`src/logic/supply_ctl_cfg.svh`:
```
// Purpose: Offsets, field positions, reset values and code values for the
//          supply output configuration logic.
// Assumes: Avalon-MM byte addresses, one 32-bit word per register.
// Notes:   Definitions only.
`ifndef SUPPLY_CTL_CFG_SVH
`define SUPPLY_CTL_CFG_SVH

// ====================================================================
// Register byte offsets
`define OFS_CMD        6'h00
`define OFS_OFF_MODE   6'h04
`define OFS_VLIM       6'h08
`define OFS_CLIM       6'h0C
`define OFS_MAIN       6'h10
`define OFS_OFF_VLVL   6'h14
`define OFS_OFF_CLVL   6'h18
`define OFS_WINDOW     6'h1C
`define OFS_ERR_MASK   6'h20
`define OFS_OPTIONS    6'h24
`define OFS_STATUS     6'h28
`define OFS_REPLY      6'h2C
`define OFS_REPLY_PUT  6'h30
`define OFS_SERIAL     6'h34

// ====================================================================
// Command register bits (write-only pulses)
`define CMD_OUT_ON     0
`define CMD_OUT_OFF    1
`define CMD_RESET      2
`define CMD_DEV_CLEAR  3
`define CMD_MEM_UPDATE 4
`define CMD_FACTORY    5
`define CMD_STRING_RX  6

// Off-state limit mode bits
`define OFFM_VMAX      0
`define OFFM_IMAX      1
`define OFFM_VLVL      2
`define OFFM_ILVL      3

// Error response mask bits
`define ERR_WIN_EN     0
`define ERR_WIN_OFF    1
`define ERR_ILIM_EN    2
`define ERR_ILIM_OFF   3
`define ERR_HARD_EN    4
`define ERR_HARD_OFF   5

// Status bits
`define ST_WIN_Q       0
`define ST_WIN_ERR     1
`define ST_ILIM_ERR    2
`define ST_HARD_ERR    3
`define ST_OUT_ON      8
`define ST_VMODE       9
`define ST_REPLY_FULL  10

// ====================================================================
// Reset and code values
`define RST_WINDOW     16'h0020
`define LIM_ZERO       12'h000
`define LIM_MAX        12'hFFF
`define MAIN_ZERO      16'h8000
`define LINE_FEED      8'h0A
`define MEAS_FULL      16'hFFFF
`define LOW_RANGE_DIV  16'h000A
`define PERSIST_RST    '{4'h0, `LIM_ZERO, `LIM_ZERO, `RST_WINDOW, 8'h00, 3'h0}

`endif

```
`src/logic/supply_ctl_pkg.sv`:
```
// Purpose: Types shared by the supply output configuration logic.
// Assumes: Constants come from supply_ctl_cfg.svh.
// Notes:   Types only.
package supply_ctl_pkg;

  typedef struct packed {
    logic lf_on_empty;
    logic clear_as_reset;
    logic reset_out_on;
  } options_t;

  typedef struct packed {
    logic [3:0]  off_mode;
    logic [11:0] off_vlvl;
    logic [11:0] off_clvl;
    logic [15:0] window;
    logic [7:0]  err_mask;
    options_t    opts;
  } persist_t;

  typedef struct packed {
    logic ctrl;
    logic data;
    logic clk;
    logic sel2;
    logic sel3;
  } serial_t;

  typedef enum logic [2:0] {
    SER_IDLE   = 3'b001,
    SER_SHIFT  = 3'b010,
    SER_DECODE = 3'b100
  } ser_state_t;

endpackage

```
`src/logic/supply_ctl.sv`:
```
// Contract
// Control high means command mode, shift data
// Return shifted data delayed four bits
// Control low with select set: latch data
// Selects low: hold latches, one chip select
// Limit codes linear, 000 zero, FFF full
// Main code 8000 zero, 0000/FFFF extremes
// Below ten percent use low range
// Compare main against setting, 32 LSB window
// Commands change RAM; update copies to storage
// Window, limit, hard errors; optional off
// Off mode 0 drives both limits zero
// Bit0 voltage max, bit1 current max
// Bits 2,3 use programmed off levels
// Maximum bit overrides programmed level
// Factory restore resets all variables
// Line-feed option 1: empty read gives LF
// Line-feed option 0: each string echoes LF
// Clear option 0: only clear status
// Clear option 1: act like reset
// Reset-output 0: reset turns output off
// Reset-output 1: reset leaves output on
// Data changes while clock idle; sample edge
//
// Purpose: Control logic of a bus-programmed supply interface card.
// Assumes: Avalon-MM slave with waitrequest; serial lines from pins.
// Notes:   Stored copies live in flops loaded with defaults at reset.
//
// Our own choices: the placing of the registers and register access over Avalon-MM.
`timescale 1ns/1ps
`include "supply_ctl_cfg.svh"
module supply_ctl
  import supply_ctl_pkg::*;
#(
  parameter int NUM_LATCH = 8,
  parameter int NUM_CS    = 4
) (
  // Clock and reset
  input  wire logic                 mclk_i,
  input  wire logic                 nrst_i,
  // Avalon-MM slave
  input  wire logic [5:0]           address_i,
  input  wire logic                 read_i,
  input  wire logic                 write_i,
  input  wire logic [31:0]          writedata_i,
  output logic      [31:0]          readdata_o,
  output logic                      waitrequest_o,
  // Isolated serial lines
  input  wire serial_t              ser_i,
  output logic                      loopback_o,
  output logic      [NUM_LATCH-1:0] out_latch_o,
  output logic      [NUM_CS-1:0]    chip_sel_o,
  // Converter codes and output state
  output logic      [11:0]          vlim_dac_o,
  output logic      [11:0]          clim_dac_o,
  output logic      [15:0]          main_dac_o,
  output logic                      output_on_o,
  output logic                      vmode_o,
  // Measurements and error inputs
  input  wire logic [15:0]          meas_main_i,
  input  wire logic [15:0]          meas_v_i,
  input  wire logic [15:0]          meas_i_i,
  input  wire logic                 i_at_limit_i,
  input  wire logic                 i_over_hard_i,
  output logic                      low_range_o,
  output logic                      save_area_clear_o
);

  // ==================================================================
  // Helpers
  function automatic logic [15:0] abs_diff(input logic [15:0] a,
                                           input logic [15:0] b);
    abs_diff = (a > b) ? a - b : b - a;
  endfunction
  function automatic logic is_low(input logic [15:0] m);
    is_low = ({16'h0000, m} * {16'h0000, `LOW_RANGE_DIV})
             < {16'h0000, `MEAS_FULL};
  endfunction
  // off-state level
  // maximum wins
  function automatic logic [11:0] off_lim(input logic mx, input logic lv,
                                          input logic [11:0] lvl);
    off_lim = mx ? `LIM_MAX : (lv ? lvl : `LIM_ZERO);
  endfunction
  // ==================================================================
  // Declarations
  persist_t          ram_reg;
  persist_t          nv_reg;
  logic              load_pend_reg;
  logic [11:0]       vlim_reg;
  logic [11:0]       clim_reg;
  logic [15:0]       main_reg;
  logic              out_on_reg;
  logic              vmode_reg;
  logic [3:0]        status_reg;
  logic [7:0]        reply_reg;
  logic              reply_full_reg;
  logic              rd_ack_reg;
  logic [31:0]       rdata_reg;
  logic              save_clr_reg;
  serial_t           s1_reg;
  serial_t           s2_reg;
  serial_t           s3_reg;
  serial_t           filt_reg;
  ser_state_t        ser_state_reg;
  logic [3:0]        shift_reg;
  logic [NUM_LATCH-1:0] latch_reg;
  logic [NUM_CS-1:0] cs_reg;
  logic              clk_rise;
  logic              ctrl_fall;
  logic              wr_acc;
  logic              rd_acc;
  logic              rd_stall;
  logic [7:0]        cmd;
  logic              do_reset;
  logic              clear_status;
  logic              win_out;
  logic [3:0]        ev_set;
  logic              force_off;
  // ==================================================================
  // Bus handshake
  assign rd_stall = (address_i == `OFS_REPLY) && !reply_full_reg
                    && !ram_reg.opts.lf_on_empty;
  assign waitrequest_o = read_i && !rd_ack_reg;
  assign rd_acc = read_i && rd_ack_reg;
  assign wr_acc = write_i;
  assign cmd = (wr_acc && address_i == `OFS_CMD) ? writedata_i[7:0]
                                                 : 8'h00;
  assign readdata_o = rdata_reg;
  always_ff @(posedge mclk_i or negedge nrst_i) begin
    if (!nrst_i) begin
      rd_ack_reg <= 1'b0;
    end else begin
      rd_ack_reg <= read_i && !rd_ack_reg && !rd_stall;
    end
  end
  always_ff @(posedge mclk_i or negedge nrst_i) begin
    if (!nrst_i) begin
      rdata_reg <= 32'h0000_0000;
    end else if (read_i && !rd_ack_reg) begin
      case (address_i)
        `OFS_OFF_MODE: rdata_reg <= {28'h0, ram_reg.off_mode};
        `OFS_VLIM:     rdata_reg <= {20'h0, vlim_reg};
        `OFS_CLIM:     rdata_reg <= {20'h0, clim_reg};
        `OFS_MAIN:     rdata_reg <= {16'h0, main_reg};
        `OFS_OFF_VLVL: rdata_reg <= {20'h0, ram_reg.off_vlvl};
        `OFS_OFF_CLVL: rdata_reg <= {20'h0, ram_reg.off_clvl};
        `OFS_WINDOW:   rdata_reg <= {16'h0, ram_reg.window};
        `OFS_ERR_MASK: rdata_reg <= {24'h0, ram_reg.err_mask};
        `OFS_OPTIONS:  rdata_reg <= {29'h0, ram_reg.opts};
        `OFS_STATUS:   rdata_reg <= {21'h0, reply_full_reg, vmode_reg,
                                     out_on_reg, 4'h0, status_reg};
        // empty read gives LF
        `OFS_REPLY:    rdata_reg <= {24'h0, reply_full_reg ? reply_reg
                                                   : `LINE_FEED};
        `OFS_SERIAL:   rdata_reg <= {20'h0, cs_reg, latch_reg};
        default:       rdata_reg <= 32'h0000_0000;
      endcase
    end
  end
  // ==================================================================
  // Reply buffer, one byte deep
  always_ff @(posedge mclk_i or negedge nrst_i) begin
    if (!nrst_i) begin
      reply_reg      <= 8'h00;
      reply_full_reg <= 1'b0;
    end else if (cmd[`CMD_STRING_RX] && !ram_reg.opts.lf_on_empty) begin
      // echo null string
      reply_reg      <= `LINE_FEED;
      reply_full_reg <= 1'b1;
    end else if (wr_acc && address_i == `OFS_REPLY_PUT) begin
      reply_reg      <= writedata_i[7:0];
      reply_full_reg <= 1'b1;
    end else if (rd_acc && address_i == `OFS_REPLY) begin
      reply_full_reg <= 1'b0;
    end
  end
  // ==================================================================
  // Working and stored configuration
  always_ff @(posedge mclk_i or negedge nrst_i) begin
    if (!nrst_i) begin
      load_pend_reg <= 1'b1;
    end else begin
      load_pend_reg <= 1'b0;
    end
  end
  always_ff @(posedge mclk_i or negedge nrst_i) begin
    if (!nrst_i) begin
      ram_reg <= `PERSIST_RST;
    end else if (load_pend_reg) begin
      // power-up load
      ram_reg <= nv_reg;
    end else if (cmd[`CMD_FACTORY]) begin
      // factory defaults
      ram_reg <= `PERSIST_RST;
    end else if (wr_acc) begin
      // RAM copies only
      case (address_i)
        `OFS_OFF_MODE: ram_reg.off_mode <= writedata_i[3:0];
        `OFS_OFF_VLVL: ram_reg.off_vlvl <= writedata_i[11:0];
        `OFS_OFF_CLVL: ram_reg.off_clvl <= writedata_i[11:0];
        `OFS_WINDOW:   ram_reg.window   <= writedata_i[15:0];
        `OFS_ERR_MASK: ram_reg.err_mask <= writedata_i[7:0];
        `OFS_OPTIONS:  ram_reg.opts     <= writedata_i[2:0];
        default:       ram_reg          <= ram_reg;
      endcase
    end
  end
  always_ff @(posedge mclk_i or negedge nrst_i) begin
    if (!nrst_i) begin
      nv_reg <= `PERSIST_RST;
    end else if (cmd[`CMD_FACTORY]) begin
      // saved options cleared
      nv_reg <= `PERSIST_RST;
    end else if (cmd[`CMD_MEM_UPDATE]) begin
      // explicit update
      nv_reg <= ram_reg;
    end
  end
  // clear saved setups
  always_ff @(posedge mclk_i or negedge nrst_i) begin
    if (!nrst_i) begin
      save_clr_reg <= 1'b0;
    end else begin
      save_clr_reg <= cmd[`CMD_FACTORY];
    end
  end
  assign save_area_clear_o = save_clr_reg;
  // ==================================================================
  // Output state, reset and device clear
  // clear option 1
  assign do_reset = cmd[`CMD_RESET] || cmd[`CMD_FACTORY] ||
                    (cmd[`CMD_DEV_CLEAR] && ram_reg.opts.clear_as_reset);
  // clear option 0
  assign clear_status = cmd[`CMD_DEV_CLEAR];
  always_ff @(posedge mclk_i or negedge nrst_i) begin
    if (!nrst_i) begin
      vlim_reg <= `LIM_ZERO;
      clim_reg <= `LIM_ZERO;
      main_reg <= `MAIN_ZERO;
    end else if (do_reset) begin
      vlim_reg <= `LIM_ZERO;
      clim_reg <= `LIM_ZERO;
      main_reg <= `MAIN_ZERO;
    end else if (wr_acc && address_i == `OFS_VLIM) begin
      vlim_reg <= writedata_i[11:0];
    end else if (wr_acc && address_i == `OFS_CLIM) begin
      clim_reg <= writedata_i[11:0];
    end else if (wr_acc && address_i == `OFS_MAIN) begin
      main_reg <= writedata_i[15:0];
    end
  end
  always_ff @(posedge mclk_i or negedge nrst_i) begin
    if (!nrst_i) begin
      out_on_reg <= 1'b0;
      vmode_reg  <= 1'b1;
    end else if (do_reset) begin
      // reset output state
      out_on_reg <= ram_reg.opts.reset_out_on;
      vmode_reg  <= 1'b1;
    end else if (force_off || cmd[`CMD_OUT_OFF]) begin
      out_on_reg <= 1'b0;
    end else if (cmd[`CMD_OUT_ON]) begin
      out_on_reg <= 1'b1;
    end
  end
  assign output_on_o = out_on_reg;
  assign vmode_o     = vmode_reg;
  // ==================================================================
  // Converter codes
  always_ff @(posedge mclk_i or negedge nrst_i) begin
    if (!nrst_i) begin
      vlim_dac_o <= `LIM_ZERO;
      clim_dac_o <= `LIM_ZERO;
      main_dac_o <= `MAIN_ZERO;
    end else if (out_on_reg) begin
      // linear codes
      vlim_dac_o <= vlim_reg;
      clim_dac_o <= clim_reg;
      main_dac_o <= main_reg;
    end else begin
      main_dac_o <= `MAIN_ZERO;
      vlim_dac_o <= off_lim(ram_reg.off_mode[`OFFM_VMAX],
                            ram_reg.off_mode[`OFFM_VLVL], ram_reg.off_vlvl);
      clim_dac_o <= off_lim(ram_reg.off_mode[`OFFM_IMAX],
                            ram_reg.off_mode[`OFFM_ILVL], ram_reg.off_clvl);
    end
  end
  // ==================================================================
  // Measurement range and error checks
  // low range select
  always_ff @(posedge mclk_i or negedge nrst_i) begin
    if (!nrst_i) begin
      low_range_o <= 1'b0;
    end else begin
      low_range_o <= is_low(meas_v_i) && is_low(meas_i_i);
    end
  end
  // window compare
  assign win_out = out_on_reg &&
                   (abs_diff(meas_main_i, main_reg) > ram_reg.window);
  // configurable errors
  assign ev_set[`ST_WIN_Q]    = win_out;
  assign ev_set[`ST_WIN_ERR]  = win_out && ram_reg.err_mask[`ERR_WIN_EN];
  assign ev_set[`ST_ILIM_ERR] = out_on_reg && i_at_limit_i &&
                                ram_reg.err_mask[`ERR_ILIM_EN];
  assign ev_set[`ST_HARD_ERR] = out_on_reg && i_over_hard_i &&
                                ram_reg.err_mask[`ERR_HARD_EN];
  assign force_off = (ev_set[`ST_WIN_ERR] &&
                      ram_reg.err_mask[`ERR_WIN_OFF]) ||
                     (ev_set[`ST_ILIM_ERR] &&
                      ram_reg.err_mask[`ERR_ILIM_OFF]) ||
                     (ev_set[`ST_HARD_ERR] &&
                      ram_reg.err_mask[`ERR_HARD_OFF]);
  // Sticky bits: a new event beats a clear in the same cycle
  always_ff @(posedge mclk_i or negedge nrst_i) begin
    if (!nrst_i) begin
      status_reg <= 4'h0;
    end else if (clear_status || do_reset) begin
      status_reg <= ev_set;
    end else if (wr_acc && address_i == `OFS_STATUS) begin
      status_reg <= (status_reg & ~writedata_i[3:0]) | ev_set;
    end else begin
      status_reg <= status_reg | ev_set;
    end
  end
  // ==================================================================
  // Serial line synchroniser
  always_ff @(posedge mclk_i or negedge nrst_i) begin
    if (!nrst_i) begin
      s1_reg   <= '0;
      s2_reg   <= '0;
      s3_reg   <= '0;
      filt_reg <= '0;
    end else begin
      s1_reg <= ser_i;
      s2_reg <= s1_reg;
      s3_reg <= s2_reg;
      for (int i = 0; i < 5; i++) begin
        if (s2_reg[i] == s3_reg[i]) begin
          filt_reg[i] <= s3_reg[i];
        end
      end
    end
  end
  // sample on active edge
  assign clk_rise  = (s2_reg.clk == s3_reg.clk) && s3_reg.clk &&
                     !filt_reg.clk;
  assign ctrl_fall = (s2_reg.ctrl == s3_reg.ctrl) && !s3_reg.ctrl &&
                     filt_reg.ctrl;
  always_ff @(posedge mclk_i or negedge nrst_i) begin
    if (!nrst_i) begin
      ser_state_reg <= SER_IDLE;
    end else begin
      case (ser_state_reg)
        SER_IDLE:   ser_state_reg <= filt_reg.ctrl ? SER_SHIFT : SER_IDLE;
        SER_SHIFT:  ser_state_reg <= ctrl_fall ? SER_DECODE : SER_SHIFT;
        SER_DECODE: ser_state_reg <= filt_reg.ctrl ? SER_SHIFT : SER_IDLE;
        default:    ser_state_reg <= SER_IDLE;
      endcase
    end
  end
  // command mode shift
  always_ff @(posedge mclk_i or negedge nrst_i) begin
    if (!nrst_i) begin
      shift_reg <= 4'h0;
    end else if (filt_reg.ctrl && clk_rise) begin
      shift_reg <= {shift_reg[2:0], filt_reg.data};
    end
  end
  // four bit delay
  assign loopback_o = shift_reg[3];
  always_ff @(posedge mclk_i or negedge nrst_i) begin
    if (!nrst_i) begin
      latch_reg <= '0;
    end else if (ser_state_reg == SER_DECODE &&
                 (filt_reg.sel2 || filt_reg.sel3)) begin
      // set or clear
      latch_reg[shift_reg[$clog2(NUM_LATCH)-1:0]] <= filt_reg.data;
    end
  end
  assign out_latch_o = latch_reg;
  always_ff @(posedge mclk_i or negedge nrst_i) begin
    if (!nrst_i) begin
      cs_reg <= '0;
    end else if (filt_reg.ctrl || filt_reg.sel2 || filt_reg.sel3) begin
      cs_reg <= '0;
    end else if (ser_state_reg == SER_DECODE) begin
      // one chip select
      cs_reg <= NUM_CS'(1) << shift_reg[$clog2(NUM_CS)-1:0];
    end
  end
  assign chip_sel_o = cs_reg;
endmodule

```
`config.mk`:
```
export PLATFORM = sky130hd
export DESIGN_NAME = supply_ctl
export DESIGN_NICKNAME = d
export VERILOG_FILES = /design/src/logic/supply_ctl_pkg.sv /design/src/logic/supply_ctl.sv
export VERILOG_INCLUDE_DIRS = /design/src /design/src/logic
export SDC_FILE = /design/constraint.sdc
export NUM_CORES = 1
export LEC_CHECK = 0
export BUFFER_PORTS_ARGS = -buffer_cell sky130_fd_sc_hd__buf_2
export CELL_PAD_IN_SITES_DETAIL_PLACEMENT = 0
export CELL_PAD_IN_SITES_GLOBAL_PLACEMENT = 1
export CORE_ASPECT_RATIO = 0.8
export CORE_UTILIZATION = 25
export CTS_CLUSTER_DIAMETER = 50
export DETAILED_ROUTE_END_ITERATION = 8
export PLACE_DENSITY = 0.48
export SETUP_SLACK_MARGIN = 0.15
export SLEW_MARGIN = 0
export SYNTH_ARGS = -nofsm -noshare
export SYNTH_HDL_FRONTEND = slang
export SYNTH_SLANG_ARGS = --single-unit
```
`constraint.sdc`:
```
create_clock -name mclk_i -period 9.7 [get_ports mclk_i]
set_clock_uncertainty 0.05 [all_clocks]
set_input_delay 1.455 -clock mclk_i [delete_from_list [all_inputs] [get_ports mclk_i]]
set_output_delay 1.455 -clock mclk_i [all_outputs]
set_load 0.005 [all_outputs]
```
Word-level counts from Yosys, hierarchy flattened
Index checks and enable logic that the tools add are counted.
Word-level totals
  logic and storage cells: 213
  register bits after elaboration: 279
  bits in writable memories: 0
  input port bits: 97
  bits in read-only memories: 0
  memories kept: 0
  latch bits: 0
  output and inout bits: 90
Operators by class
  equal/unequal tests: 23
  shift operators: 1
  mux-type cells: 49
  bitwise logic cells: 4
  add/sub/neg operators: 2
  reduce and logical (&&, ||, !) cells: 71
  divide/modulo/power cells: 0
  magnitude comparators: 6
  multiply operators: 2
Operators with widths (count)
  55-bit two-way mux: 5
  16-bit case mux with 12 select lines: 1
  12-bit two-way mux: 13
  16-bit two-way mux: 7
  20-bit by 16-bit less-than comparator with 1-bit output (second input constant): 2
  16-bit by 3-bit multiplier with 19-bit output (second input constant): 2
  6-bit equality test (second input constant): 6
  16-bit > comparator: 2
  8-bit two-way mux: 4
  16-bit subtractor: 2
  1-bit logical AND: 31
  3-bit nonzero test: 9
  6-bit by 5-bit equality test with 1-bit output (second input constant): 4
  4-bit two-way mux: 5
  2-bit AND reduction: 7
  6-bit by 4-bit equality test with 1-bit output (second input constant): 2
  2-bit nonzero test: 6
  1-bit logical OR: 9
  8-bit bitwise mux: 1
  4-bit bitwise OR: 2
  1-bit two-way mux: 7
  7-bit two-way mux: 1
  6-bit by 3-bit equality test with 1-bit output (second input constant): 1
  1-bit logical NOT: 6
  17 further kinds: 23

Logic depth before layout (Yosys ltp)
  depth after elaboration: 11
  gate-level depth with buffers: 21
  depth with buffers taken out: 19

Worst setup path before layout
Ideal clock, no wire load.
  path type: in2reg
  start: in meas_main_i[0]
  end: reg status_reg[1]
  cell stages on the path: 20
  setup time: 0.120 ns
  path slack: 4.718 ns
  data required time: 9.530 ns
  buffers on the path: 2
  arrival time: 4.812 ns
  path through: inv_1 ha_1 inv_1 fa_1 a211oi_2 o21ai_0 o211a_1 o21a_1 buf_6 buf_2 o21ai_0 xnor2_1 ha_1 a21o_1 a21o_1 a21o_1 a21oi_1 nor2_1 a211o_1 a31o_2
Between the ends
  longest elaborated chain between the ends: 8
  elaborated cells on any way between the ends: 11
  those cells by class: add/sub (2); order compare (2); mux (3); bitwise (2); reduce/logical (2)
Ends and longest elaborated chain
  from (decl): line supply_ctl.sv:60  | input wire logic [15:0] meas_main_i,
  16-bit subtractor / 16-bit > comparator (equally long branches): line supply_ctl.sv:73  | abs_diff = (a > b) ? a - b : b - a;
  16-bit two-way mux (*): line supply_ctl.sv:73
  16-bit > comparator (*): line supply_ctl.sv:301  | (abs_diff(meas_main_i, main_reg) > ram_reg.window);
  1-bit logical AND (*): line supply_ctl.sv:300  | assign win_out = out_on_reg &&
  1-bit logical AND (*): line supply_ctl.sv:304  | assign ev_set[`ST_WIN_ERR] = win_out && ram_reg.err_mask[`ERR_WIN_EN];
  4-bit bitwise OR, on equally long branches: line supply_ctl.sv:324, supply_ctl.sv:322
  4-bit two-way mux: line supply_ctl.sv:321  | end else if (wr_acc && address_i == `OFS_STATUS) begin
  4-bit two-way mux (*): line supply_ctl.sv:319  | end else if (clear_status || do_reset) begin
  to (signal assigned): line supply_ctl.sv:320  | status_reg <= ev_set;
  to (signal assigned): line supply_ctl.sv:322  | status_reg <= (status_reg & ~writedata_i[3:0]) | ev_set;
  to (signal assigned): line supply_ctl.sv:324  | status_reg <= status_reg | ev_set;
  to (decl): line supply_ctl.sv:95  | logic [3:0] status_reg;
Mark *: on every way between the ends. The rest lies on a longest branch, timed or not.
A chain may end at the register's enable or synchronous reset.

Worst setup path after layout
  start: in meas_main_i[0]
  end: reg out_on_reg, in the netlist output_on_o
Between the ends
  longest elaborated chain between the ends: 11
  elaborated cells on any way between the ends: 14
  those cells by class: add/sub (2); order compare (2); mux (3); reduce/logical (7)
Ends and longest elaborated chain
  16-bit subtractor / 16-bit > comparator (equally long branches): line supply_ctl.sv:73
  16-bit two-way mux (*): line supply_ctl.sv:73
  16-bit > comparator (*): line supply_ctl.sv:301
  1-bit logical AND (*): line supply_ctl.sv:300
  1-bit logical AND (*): line supply_ctl.sv:304
  1-bit logical AND (*): line supply_ctl.sv:309  | assign force_off = (ev_set[`ST_WIN_ERR] &&
  1-bit logical OR (*) (2 in a row): line supply_ctl.sv:309
  1-bit logical OR (*): line supply_ctl.sv:261  | end else if (force_off || cmd[`CMD_OUT_OFF]) begin
  1-bit two-way mux: line supply_ctl.sv:261
  1-bit two-way mux: line supply_ctl.sv:257  | end else if (do_reset) begin
  to (signal assigned): line supply_ctl.sv:259  | out_on_reg <= ram_reg.opts.reset_out_on;
  to (decl): line supply_ctl.sv:93  | logic out_on_reg;
Marks and branches as above.

==> reports/qor.txt <==
=======================================================================================
Min setup slack post-route                                                     4.235 ns
Antenna viol nets, final                                                              0
Number of setup buffers added after CTS                                               0
Detail-routed via count per cell                                                  4.923
Critical Setup Path Class                                                     in -> reg
#FFs+latches synth                                                                  263
FFs w/ async S/R, synth                                                           1.000
Clock slew seen by the registers of the worst setup and hold paths              0.06 ns
Setup TNS                                                                          0 ns
Non-Filler Instances                                                               2447
Area leader, netlist                                                            dfrtp_1
DRC violation count after routing                                                     0
CP Capture Type                                                                    flop
Share of the yosys chip area belonging to registers                              0.4645
Part of the cycle the worst path needs                                           0.5634
MaxCap Viol Count                                                                     0
Final estimated routing congestion in global placement                           0.8738
Cell breakdown of the critical path                                        buf_2, inv_1, ha_1, inv_1, fa_1, a211oi_2, o21ai_0, o211a_1, o21ai_1, mux2_2, a32oi_1, xor2_1, ha_1, nand3_1, nor3_1, a21boi_0, nand3_1, a21oi_1, a21oi_1
Final count of negative-setup-slack endpoints                                         0
Worst endpoint required time                                                   10.08 ns
Antenna violations before repair                                                      2
Number of buffers and inverters on the critical path                                  3
Transition time of the tightest slew-check pin                                 1.091 ns
Fin area                                                                   0.01716 sq mm
Clock network fraction of design power                                            0.441
Average cell area after synthesis                                           9.205 sq um
Combinational power share                                                         0.193
Core box area                                                              0.05569 sq mm
GR Util All Layers                                                               0.1927
Number of buffers inserted during clock tree synthesis                               41
Fraction of layout cells with a size suffix above 1                              0.1626
Antenna Diode Count                                                                   0
Net switching power figure                                                     1.164 mW
Hold-fix buffer count after cts                                                       0
TritonCTS clock tree                                                                yes
Cell with the biggest individual delay on the critical path                     o21ai_1
Primary flip-flop cell chosen by synthesis mapping                              dfrtp_1
Floorplan die area                                                         0.05770 sq mm
Max frequency                                                                0.1830 GHz
Post-cts gate resize count                                                            0
Horizontal die dimension                                                       268.3 um
Cell area after placement                                                  0.01563 sq mm
Cell leakage power                                                             8.019 nW
Clock period minus final worst setup slack                                     5.465 ns
Sequential fraction of design power                                               0.367
Vias in the first global route                                                    12121
Cell with the most instances after synthesis                                    dfrtp_1
Worst slew margin                                                                0.2721
Cell family contributing the most delay on the critical path               compound AO/OA/AOI/OAI gates
Average wire per standard cell                                                 22.36 um
GR Overflow Total                                                                     0
Number of rows created at floorplan                                                  77
Area taken by flip-flops and latches                                       0.006590 sq mm
Pwr dens                                                                   220.0 mW/mm^2
Final hold violation count                                                            0
Count of pins over their slew limit                                                   0
Final wirelength                                                               54720 um
# H-tree levels                                                                       2
DP Wirelength                                                                  39280 um
Largest stage delay on the critical path                                        0.78 ns
Path type of the worst min-delay path                                        reg -> reg
Number of placed instances with taps included                                      2372
Insertion delay to the later sink of the worst-skew pair                        0.57 ns
Worst setup slack before clock tree synthesis                                  3.724 ns
Area growth from synthesis to layout                                             20.94%
Number of nets in the finished design                                              1865
Largest net degree at the start of global routing                                   160
Run status                                                                 finished, final reports clean
Worst ir drop on vdd                                                          0.1111 mV
PnR Total Power                                                                3.774 mW
List of most frequent post-synthesis cells                                 257 x dfrtp_1, 234 x a21oi_1, 215 x nand2_1
Synth unique cells                                                                   66
Internal                                                                       2.609 mW
Number of violations reported at the end of detailed-routing iteration 0            936
Fill cell total of the finished layout                                             5971
CP Launch Type                                                             primary input
Clock Sink Count                                                                    263
Highest fanout seen on the critical path                                             11
Leading post-synthesis cells by cell area                                  dfrtp_1 45%, ha_1 8.9%, a21oi_1 8.3%
First-pass GRT wire length                                                     81550 um
Via count of the routed design                                                    12047
Gate count of the mapped netlist                                                   1541
Switch share                                                                     0.3085
Number of flops mapped to enable cells by yosys                                       0
Arrival time worst endpoint                                                     5.84 ns
Root Buffer Master                                                            clkbuf_16
Count of input and output buffers                                                   153
Drt first pass iters                                                                  5
Initial Utilization                                                              0.2547
Overall die height                                                             215.1 um
Warning count from the yosys run                                                      0
Max Root-Sink Buffers                                                                 3
Post-Syn Area                                                              0.01418 sq mm
Setup repair after global routing missed its margin                               false
Number of top-level design ports                                                    187
Footprint of the multi-input gates                                         0.006902 sq mm
Share of Yosys cell area claimed by the top area cell type                       0.4534
=======================================================================================
[power groups by stage]
stage	sequential [mW]	clock [mW]	combinational, mW
floorplan	1.33	0	0.480
global placement	1.40	0	0.733
detailed placement	1.40	0	0.736
CTS	1.39	1.71	0.740
global route	1.40	1.76	0.825
finish	1.38	1.66	0.727
[layout by cell type (no fill, tap or decap), types with 16 or more instances in the layout]
master,instances
a21o_1,22
a21oi_1,234
a221oi_1,16
a22o_1,25
and2_1,29
buf_2,152
buf_4,21
clkbuf_16,42
conb_1,18
dfrtp_1,256
ha_1,101
inv_1,66
mux2i_1,18
nand2_1,215
nand3_1,45
nor2_1,122
o21ai_0,58
[cell families (layout without fill, tap and decap cells)]
group / after synthesis / count (layout) / synth area share
buf+inv: 176 / 316 / 0.05354
xor+xnor: 14 / 14 / 0.008644
mux: 35 / 35 / 0.02884
simple gates: 488 / 488 / 0.1522
other cells: 2 / 18 / 0.0005294
fa+ha+maj: 106 / 106 / 0.09403
compound gates: 457 / 457 / 0.1977
flops: 263 / 263 / 0.4645
[final cells by class]
| cell class | count | share of cell area |
|---|---|---|
| multi-input cells | 1118 | 0.4023 |
| flip-flops and latches | 263 | 0.3841 |
| clock buffers | 53 | 0.06601 |
| repair buffers | 175 | 0.05558 |
| well taps | 750 | 0.05470 |
| clock inverters | 22 | 0.02283 |
| inverters | 66 | 0.01444 |
[routing by layer]
| layer | GRT usage | wire length, um |
|---|---|---|
| met1 | 0.2788 | 26150 |
| met2 | 0.2830 | 23720 |
| met3 | 0.04194 | 3343 |
| met4 | 0.05943 | 1484 |
| met5 | 0 | 23 |
[metrics by stage]
step	util	hold WS, ns
2_1_floorplan	-	0.2812
3_3_place_gp	0.2807	0.2854
3_5_place_dp	0.2807	0.2897
4_1_cts	0.3081	0.3017
5_1_grt	0.3081	0.3064
6_report	0.3081	0.2971
[worst register-to-register path, stage by stage (launching register included)]
cell and delay (ns):
dfrtp_1 0.50, ha_1 0.23, inv_1 0.05, fa_1 0.43
a211oi_2 0.23, o21ai_0 0.23, o211a_1 0.29, o21ai_1 0.78
mux2_2 0.42, a32oi_1 0.22, xor2_1 0.19, ha_1 0.27
nand3_1 0.10, nor3_1 0.06, a21boi_0 0.46, nand3_1 0.14
a21oi_1 0.13, a21oi_1 0.09
[path summary, 6_finish.rpt]
kind | startpoint | endpoint | slack [ns] | depth (start not counted)
max in group asynchronous | nrst_i | filt_reg[3] | 7.12 | 2
worst max-delay path | meas_main_i[0] | output_on_o | 4.23 | 19
worst min-delay path | s1_reg[3] | s2_reg[3] | 0.30 | 0
min in group asynchronous | nrst_i | main_reg[14] | 0.90 | 1
worst max register to register | main_reg[0] | output_on_o | 4.70 | 17
worst min register to register | s1_reg[3] | s2_reg[3] | 0.30 | 0
(Power assumes the default switching activity.)
